<file path="config.mk">
export PLATFORM = sky130hd
export DESIGN_NAME = step_attenuator
export DESIGN_NICKNAME = d
export VERILOG_FILES = /design/src/step_attenuator_pkg.sv /design/src/step_attenuator.sv
export SDC_FILE = /design/constraint.sdc
export NUM_CORES = 1
export LEC_CHECK = 0
export BUFFER_PORTS_ARGS = -buffer_cell sky130_fd_sc_hd__buf_4
export CORE_MARGIN = 10
export CORE_UTILIZATION = 45
export DETAILED_ROUTE_END_ITERATION = 10
export PLACE_DENSITY = 0.71
export SLEW_MARGIN = 20
export SYNTH_ARGS = -nofsm -noshare
export SYNTH_HDL_FRONTEND = slang
export SYNTH_SLANG_ARGS = --single-unit
</file>
<file path="constraint.sdc">
create_clock -name clk -period 2.2 [get_ports clk]
set_clock_uncertainty 0.2 [all_clocks]
set_input_delay 0 -clock clk [delete_from_list [all_inputs] [get_ports clk]]
set_output_delay 0 -clock clk [all_outputs]
set_load 0.05 [all_outputs]
</file>
<file path="src/step_attenuator_pkg.sv">
// Constants shared by the step attenuator control port.
// Assumes a 100 MHz system clock and a 32-bit classic Wishbone slave port.
package step_attenuator_pkg;

  // ---------------------------------------------------------------
  // Attenuation word
  // ---------------------------------------------------------------
  localparam int ATTEN_W = 7;
  localparam logic [6:0] ATTEN_MAX = 7'h7F;
  localparam logic [6:0] ATTEN_MIN = 7'h00;

  // ---------------------------------------------------------------
  // Serial shift register layout
  // ---------------------------------------------------------------
  localparam int SHIFT_W = 16;
  localparam int ADDR_LSB = 8;
  localparam int STRAP_W = 3;

  // ---------------------------------------------------------------
  // Power-up timing
  // ---------------------------------------------------------------
  localparam int PUP_DELAY_US = 400;
  localparam int CLK_MHZ = 100;
  localparam int PUP_CYCLES = PUP_DELAY_US * CLK_MHZ;

  // ---------------------------------------------------------------
  // Register map (byte addresses) and fields
  // ---------------------------------------------------------------
  localparam logic [3:0] REG_CTRL = 4'h0;
  localparam logic [3:0] REG_STATUS = 4'h4;
  localparam int CTRL_FORCE_MAX = 0;
  localparam int STAT_MODE = 7;
  localparam int STAT_PUP_DONE = 8;
  localparam int STAT_ADDR_HIT = 9;
  localparam logic [31:0] WB_ZERO = 32'h0000_0000;

endpackage : step_attenuator_pkg

</file>
<file path="src/step_attenuator.sv">
// Control port of a 7-bit step attenuator: parallel, latched and serial-addressable.
// Assumes all pins are asynchronous to clk and change slower than a few clk periods.
//
// The Wishbone slave port and the register addresses were decided locally.
`timescale 1ns/1ps
`default_nettype none

// Behaviour
// - Mode select low picks parallel interface, high picks serial-addressable interface.
// - In parallel operation seven weight inputs set the attenuation state.
// - Latched parallel: weights captured on the strobe pulse, held while strobe low.
// - Direct parallel: strobe held high, state follows the weight inputs at once.
// - Serial mode uses a 16-bit shift register: attenuation word and address word.
// - On latch, address word is compared to straps; mismatch keeps current state.
// - Host loads with strobe low, then pulses strobe high and low to latch.
// - Shift on serial clock rise while strobe low; transfer on strobe rise.
// - Serial or latched modes power up at maximum attenuation until a latch.
// - Direct mode powers up at maximum, waits the delay, then takes the weights.
// - Floating weight pins at power-up in direct mode settle at minimum attenuation.
// - An unconnected weight input reads as logic low.
// - After the first sequence, switching between modes is accepted freely.
// - Bits weigh 0.25 to 16 dB upward; all high is full range.
module step_attenuator
  import step_attenuator_pkg::*;
#(
  parameter int PUP_COUNT = PUP_CYCLES
) (
  input wire logic clk,
  input wire logic rst_n,
  input wire logic mode_serial,
  input wire logic latch_strobe,
  input wire logic serial_clk,
  input wire logic serial_data,
  input wire logic [6:0] parallel_weight_inputs,
  input wire logic [6:0] weight_pin_open,
  input wire logic addr_strap_bit0,
  input wire logic addr_strap_bit1,
  input wire logic addr_strap_bit2,
  input wire logic wb_cyc_i,
  input wire logic wb_stb_i,
  input wire logic wb_we_i,
  input wire logic [3:0] wb_adr_i,
  input wire logic [3:0] wb_sel_i,
  input wire logic [31:0] wb_dat_i,
  output logic [31:0] wb_dat_o,
  output logic wb_ack_o,
  output logic [6:0] atten_state
);

  // ---------------------------------------------------------------
  // Pin synchronisers
  // ---------------------------------------------------------------
  localparam int SYNC_W = 4 + 2 * ATTEN_W + STRAP_W;

  logic [SYNC_W-1:0] pins_raw;
  logic [SYNC_W-1:0] sync1_r;
  logic [SYNC_W-1:0] sync2_r;
  logic le_d_r;
  logic sclk_d_r;
  logic [2:0] fill_r;

  assign pins_raw = {mode_serial, latch_strobe, serial_clk, serial_data,
                     parallel_weight_inputs, weight_pin_open,
                     addr_strap_bit2, addr_strap_bit1, addr_strap_bit0};

  always_ff @(posedge clk or negedge rst_n) begin
    if (!rst_n) begin
      sync1_r <= '0;
      sync2_r <= '0;
      le_d_r <= 1'b0;
      sclk_d_r <= 1'b0;
      fill_r <= '0;
    end else begin
      sync1_r <= pins_raw;
      sync2_r <= sync1_r;
      le_d_r <= sync2_r[SYNC_W-2];
      sclk_d_r <= sync2_r[SYNC_W-3];
      fill_r <= {fill_r[1:0], 1'b1};
    end
  end

  logic mode_s;
  logic le_s;
  logic sclk_s;
  logic sdata_s;
  logic [6:0] weights_s;
  logic [6:0] open_s;
  logic [2:0] straps_s;
  logic [6:0] weights_eff;
  logic le_rise;
  logic sclk_rise;

  assign mode_s = sync2_r[SYNC_W-1];
  assign le_s = sync2_r[SYNC_W-2];
  assign sclk_s = sync2_r[SYNC_W-3];
  assign sdata_s = sync2_r[SYNC_W-4];
  assign weights_s = sync2_r[STRAP_W+2*ATTEN_W-1:STRAP_W+ATTEN_W];
  assign open_s = sync2_r[STRAP_W+ATTEN_W-1:STRAP_W];
  assign straps_s = sync2_r[STRAP_W-1:0];
  // Open pins are pulled low inside, so floating weights mean minimum loss
  assign weights_eff = weights_s & ~open_s;
  // Edges count only once the delay stage holds a real sample; a strobe tied
  // high would otherwise look like a rise right after reset
  assign le_rise = le_s & ~le_d_r & fill_r[2];
  assign sclk_rise = sclk_s & ~sclk_d_r & fill_r[2];

  function automatic logic addr_match(input logic [7:0] word, input logic [2:0] straps);
    addr_match = (word[STRAP_W-1:0] == straps);
  endfunction : addr_match

  // ---------------------------------------------------------------
  // Power-up delay
  // ---------------------------------------------------------------
  localparam int CNT_W = $clog2(PUP_COUNT + 1);
  localparam logic [CNT_W-1:0] CNT_LAST = CNT_W'(PUP_COUNT - 1);

  logic [CNT_W-1:0] pup_cnt_r;
  logic [CNT_W-1:0] pup_cnt_nxt;
  logic pup_done_r;
  logic pup_done_nxt;

  always_comb begin
    pup_cnt_nxt = pup_cnt_r;
    pup_done_nxt = pup_done_r;
    if (!pup_done_r) begin
      if (pup_cnt_r == CNT_LAST) begin
        pup_done_nxt = 1'b1;
      end else begin
        pup_cnt_nxt = pup_cnt_r + CNT_W'(1);
      end
    end
  end

  always_ff @(posedge clk or negedge rst_n) begin
    if (!rst_n) begin
      pup_cnt_r <= '0;
      pup_done_r <= 1'b0;
    end else begin
      pup_cnt_r <= pup_cnt_nxt;
      pup_done_r <= pup_done_nxt;
    end
  end

  // ---------------------------------------------------------------
  // Shift register and attenuator core state
  // ---------------------------------------------------------------
  logic [SHIFT_W-1:0] shreg_r;
  logic [SHIFT_W-1:0] shreg_nxt;
  logic [6:0] core_r;
  logic [6:0] core_nxt;
  logic hit_r;
  logic hit_nxt;

  always_comb begin
    shreg_nxt = shreg_r;
    core_nxt = core_r;
    hit_nxt = hit_r;
    if (mode_s) begin
      // Shift only while strobe low so the core never sees a half-loaded word
      if (sclk_rise && !le_s) begin
        shreg_nxt = {sdata_s, shreg_r[SHIFT_W-1:1]};
      end
      if (le_rise) begin
        hit_nxt = addr_match(shreg_r[SHIFT_W-1:ADDR_LSB], straps_s);
        if (hit_nxt) begin
          core_nxt = shreg_r[ATTEN_W-1:0];
        end
      end
    end else begin
      if (le_rise) begin
        core_nxt = weights_eff;
      end else if (le_s && pup_done_r) begin
        core_nxt = weights_eff;
      end
    end
  end

  always_ff @(posedge clk or negedge rst_n) begin
    if (!rst_n) begin
      shreg_r <= '0;
      core_r <= ATTEN_MAX;
      hit_r <= 1'b0;
    end else begin
      shreg_r <= shreg_nxt;
      core_r <= core_nxt;
      hit_r <= hit_nxt;
    end
  end

  // ---------------------------------------------------------------
  // Wishbone slave: control and status
  // ---------------------------------------------------------------
  logic force_max_r;
  logic force_max_nxt;
  logic ack_nxt;
  logic [31:0] rdata_nxt;
  logic [6:0] atten_nxt;
  logic [31:0] status_word;

  assign status_word = {22'h00_0000, hit_r, pup_done_r, mode_s, core_r};

  always_comb begin
    force_max_nxt = force_max_r;
    ack_nxt = 1'b0;
    rdata_nxt = wb_dat_o;
    // Single-cycle ack, dropped after one cycle even if the master lingers
    if (wb_cyc_i && wb_stb_i && !wb_ack_o) begin
      ack_nxt = 1'b1;
      rdata_nxt = WB_ZERO;
      case (wb_adr_i)
        REG_CTRL: begin
          if (wb_we_i && wb_sel_i[0]) begin
            force_max_nxt = wb_dat_i[CTRL_FORCE_MAX];
          end
          rdata_nxt[CTRL_FORCE_MAX] = force_max_r;
        end
        REG_STATUS: begin
          rdata_nxt = status_word;
        end
        default: begin
          rdata_nxt = WB_ZERO;
        end
      endcase
    end
    // Override only masks the output; the programmed state survives it
    atten_nxt = force_max_r ? ATTEN_MAX : core_r;
  end

  always_ff @(posedge clk or negedge rst_n) begin
    if (!rst_n) begin
      force_max_r <= 1'b0;
      wb_ack_o <= 1'b0;
      wb_dat_o <= '0;
      atten_state <= ATTEN_MAX;
    end else begin
      force_max_r <= force_max_nxt;
      wb_ack_o <= ack_nxt;
      wb_dat_o <= rdata_nxt;
      atten_state <= atten_nxt;
    end
  end

  // ---------------------------------------------------------------
  // Assertions
  // ---------------------------------------------------------------
  a_serial_shift_in: assert property (@(posedge clk) disable iff (!rst_n)
    mode_s && sclk_rise && !le_s |=>
      shreg_r == {$past(sdata_s), $past(shreg_r[SHIFT_W-1:1])})
    else $error("Shift register did not take serial bit");

  a_serial_latch_hit: assert property (@(posedge clk) disable iff (!rst_n)
    mode_s && le_rise && shreg_r[ADDR_LSB+STRAP_W-1:ADDR_LSB] == straps_s |=>
      core_r == $past(shreg_r[ATTEN_W-1:0]))
    else $error("Matching address did not update state");

  a_serial_latch_miss: assert property (@(posedge clk) disable iff (!rst_n)
    mode_s && le_rise && shreg_r[ADDR_LSB+STRAP_W-1:ADDR_LSB] != straps_s |=>
      $stable(core_r) && !hit_r)
    else $error("Mismatched address changed state");

  a_parallel_no_shift: assert property (@(posedge clk) disable iff (!rst_n)
    !mode_s |=> $stable(shreg_r))
    else $error("Shift register moved in parallel mode");

  a_serial_ignore_wts: assert property (@(posedge clk) disable iff (!rst_n)
    mode_s && !le_rise |=> $stable(core_r))
    else $error("State changed in serial mode without a latch");

  a_latched_hold: assert property (@(posedge clk) disable iff (!rst_n)
    !mode_s && !le_s ##1 !mode_s && !le_s |-> $stable(core_r))
    else $error("Latched parallel state changed while strobe low");

  a_direct_follow: assert property (@(posedge clk) disable iff (!rst_n)
    !mode_s && le_s && pup_done_r |=> core_r == $past(weights_eff))
    else $error("Direct parallel state did not follow weights");

  a_pup_max_hold: assert property (@(posedge clk) disable iff (!rst_n)
    !pup_done_r && !le_rise && core_r == ATTEN_MAX |=>
      core_r == ATTEN_MAX)
    else $error("State left maximum during power-up delay");

  a_no_early_latch: assert property (@(posedge clk) disable iff (!rst_n)
    !fill_r[2] |=> core_r == ATTEN_MAX)
    else $error("State left maximum before pins were sampled");

  a_open_pin_low: assert property (@(posedge clk) disable iff (!rst_n)
    !mode_s && le_rise |=> (core_r & $past(open_s)) == ATTEN_MIN)
    else $error("Open weight pin read as high");

  a_ack_one_cycle: assert property (@(posedge clk) disable iff (!rst_n)
    wb_cyc_i && wb_stb_i && !wb_ack_o |=> wb_ack_o ##1 !wb_ack_o)
    else $error("Bus ack not a single-cycle pulse");

  a_force_output: assert property (@(posedge clk) disable iff (!rst_n)
    ##1 atten_state == ($past(force_max_r) ? ATTEN_MAX : $past(core_r)))
    else $error("Output state does not match core or override");

endmodule : step_attenuator

`default_nettype wire

</file>
==> flow_metrics.py <==
metrics = {
    "worst_hold_path": {
        "hp-class": "primary input to async pin",
    },
    "status": {
        "outcome": "completed",
    },
    "placement": {
        "post-place-cells": 422,
        "gpl.final_weighted_congestion": 0.8231,
        "detailed_place_hpwl_um": 4438,
        "port_buffers": 49,
        "dpl_cell_area_mm2": 0.004357,
    },
    "setup_path": {
        "worstSetupPathType": "register to register",
        "critPathMaxFanout": 10,
        "crit_required_ns": 2.26,
        "setup.worst_path.end_class": "register",
        "worst-r2r-setup-slack_ns": 0.19,
        "timing.critical_path.arrival_ns": 2.07,
        "cp-start-kind": "register",
    },
    "logic_synthesis": {
        "synth.yosys.warnings": 0,
        "synth_cells": 269,
        "synthMostInstantiatedCell": "dfrtp_1",
        "synth_seq_cells": 107,
        "synth_area_per_cell_um2": 14.57,
        "synth_ff_type": "dfrtp_1",
        "async_reset_ff_share_pct": 100.0,
        "yosysUniqueCellTypes": 40,
        "number_of_enable_flip_flop_cells_after_synthesis": 0,
        "synth.area.top_cells": "dfrtp_1, dfstp_2, mux2_2",
        "yosysTopAreaCellShare_pct": 59.37,
        "post_synth_most_frequent_cells": "dfrtp_1, buf_4, mux2_2",
        "synth_top_cell_by_area": "dfrtp_1",
        "ys_seq_area_share_pct": 68.75,
        "synth_area_mm2": 0.003920,
    },
    "layout": {
        "antenna_fix_cells": 0,
        "final_area_mm2": 0.004893,
        "final_net_count": 430,
        "syn2layout_area_growth_pct": 24.83,
        "share_of_final_layout_standard_cells_stronger_than_drive_strength_1_pct": 32.34,
        "final_cell_count_no_fill": 473,
    },
    "cts": {
        "cts-resized-gates": 0,
        "cts_buffers": 9,
        "clk_path_buf_depth": 2,
        "post-cts-setup-buffers": 0,
        "cts_tree": "yes",
        "clkLatencyLatePin_ns": 0.38,
        "cts-hold-fix-buffers": 35,
        "clk_pin_slew_ns": 0.11,
        "htree_num_levels": 3,
        "clock_sink_count": 107,
        "root_buffer": "clkbuf_8",
    },
    "route": {
        "met3_wirelength_um": 521,
        "final_routed_drc_violation_total": 0,
        "wire_length_after_detailed_routing_um": 6617,
        "vias_per_cell": 4.719,
        "wl_met1_um": 3046,
        "first_iter_violations": 60,
        "route.top_layer_used": "met4",
        "number_of_iterations_in_the_first_detailed_routing_pass": 4,
        "detailroute.wirelength.met2_um": 2943,
        "route.vias.total": 2232,
        "route.detailed.wl_per_inst_um": 13.99,
        "detail-route-antenna-nets": 0,
    },
    "power": {
        "pwr_density_cell_mw_per_mm2": 761.1,
        "power.leakage_nw": 2.366,
        "p_sw_share_pct": 27.07,
        "p_seq_share_pct": 57.3,
        "share_clk_of_total_power_pct": 31.0,
        "cell_internal_pwr_w": 0.002716,
        "ir_worst_vdd_v": 0.0003753,
        "total_switching_power_w": 0.001008,
        "comb_power_share_pct": 11.7,
    },
    "sta": {
        "setup_violations": 0,
        "whs_ns": 0.01878,
        "drv_slew": 0,
        "grt_setup_unrepaired": "no",
        "finalHoldViolCount": 0,
        "layout_worst_path_cycle_share_pct": 91.39,
        "fin_setup_tns_ns": 0,
        "layout_min_cycle_time_ns": 2.011,
        "achievable-frequency_ghz": 0.4974,
    },
    "floorplanning": {
        "floorplan.initialDensity_pct": 47.00,
        "die-area_mm2": 0.01284,
        "core_region_area_mm2": 0.008341,
        "fp.dieW_um": 113.3,
        "die_height_um": 113.3,
        "i_o_pin_cnt": 106,
        "std_cell_rows": 33,
    },
    "global_routing": {
        "grt_start_max_net_pins": 55,
        "total_global_routing_overflow": 0,
        "grt_antenna_before_repair": 0,
        "grt_usage_pct": 11.07,
        "grt_pass1_vias": 2442,
        "global_route_wire_length_before_repair_um": 11750,
    },
    "flow_run": {
        "timing.max_cap.violations": 0,
    },
}
layer usage:
| metal | vias up | track usage [%] |
|---|---|---|
| met1 | 1088 | 13.83 |
| met2 | 73 | 16.59 |
| li1 | 1061 | - |
| met4 | 0 | 4.146 |
| met3 | 10 | 4.860 |
| met5 | - | 0 |
cells in the final DEF (no fill, tap or decap), types with 2 or more instances in the layout:
cell type,instances
mux2i_1,8
xor2_1,8
nand4b_1,2
nand3_1,4
or2_2,7
nor2_1,2
a21oi_1,8
a22o_1,9
nor3b_1,8
and4_1,2
inv_1,11
inv_6,3
nand2_1,11
clkbuf_8,10
conb_1,23
o21ai_0,2
dfrtp_1,93
buf_4,52
nand4_1,4
xnor2_1,9
nor3_1,2
nor4_1,2
dfstp_2,14
mux2_2,18
dlygate4sd3_1,34
and3_1,2
state kept, by name, summed over array words and instances (netlist names):
signal	cells
hit_r	1
wb_dat_o	10
sync2_r	21
pup_done_r	1
force_max_r	1
sync1_r	21
atten_state	7
core_r	7
le_d_r	1
shreg_r	16
fill_r	3
pup_cnt_r	16
wb_ack_o	1
sclk_d_r	1
cells by family after synthesis:
kind of cell    Yosys count  share of synthesized area [%]
simple gates             57                          9.831
compound gates           22                          4.150
xor+xnor                 17                          3.798
mux                      26                          7.214
flops                   107                          68.75
buf+inv                  37                          5.745
other cells               2                         0.1916
fa+ha+maj                 1                         0.3191
power by group through the flow:
| stage | Sequential (W) | Combinational [W] | Clock (W) |
|---|---|---|---|
| after floorplan | 0.00225 | 0.000193 | 0 |
| after global placement | 0.00217 | 0.000383 | 0 |
| after detailed placement | 0.00218 | 0.000389 | 0 |
| after CTS | 0.00214 | 0.000438 | 0.00118 |
| after global routing | 0.00215 | 0.000469 | 0.00127 |
| final | 0.00214 | 0.000434 | 0.00115 |
final cells by class:
| class | count | area, µm² |
|---|---|---|
| fillers | 644 | 3447 |
| flip-flops and latches | 107 | 2695 |
| multi-input cells | 146 | 1079 |
| repair buffers | 88 | 755.7 |
| clock buffers | 10 | 137.6 |
| well taps | 105 | 131.4 |
| clock inverters | 6 | 53.80 |
| inverters | 11 | 41.29 |
worst max-delay path, stage by stage, from the launching register on:
cell,delay (ns)
dfrtp_1,0.39
nand3b_4,0.16
buf_4,0.14
dlygate4sd3_1,0.71
a22o_1,0.29
path summary, 6_finish.rpt:
| check | end | depth (start not counted) | startpoint |
|---|---|---|---|
| worst max-delay path | wb_dat_o[4]$_DFFE_PN0P_ | 4 | wb_ack_o$_DFF_PN0_ |
| worst min-delay path | pup_cnt_r[5]$_DFFE_PN0P_ | 3 | rst_n |
| worst max register to register | wb_dat_o[4]$_DFFE_PN0P_ | 4 | wb_ack_o$_DFF_PN0_ |
| worst min register to register | sync2_r[12]$_DFF_PN0_ | 0 | sync1_r[12]$_DFF_PN0_ |
| max in group asynchronous | atten_state[5]$_DFF_PN1_ | 4 | rst_n |
| min in group clk | force_max_r$_DFFE_PN0P_ | 5 | wb_stb_i |
metrics by stage:
step	total power [W]	setup WS, ns	utilization, %
after floorplan	0.002441	0.1704	-
after global placement	0.002552	0.2240	52.24
after detailed placement	0.002564	0.2225	52.24
after CTS	0.003754	0.2037	58.73
after global routing	0.003887	0.1175	58.67
final	0.003725	0.1894	58.67
(Power assumes the default switching activity.)
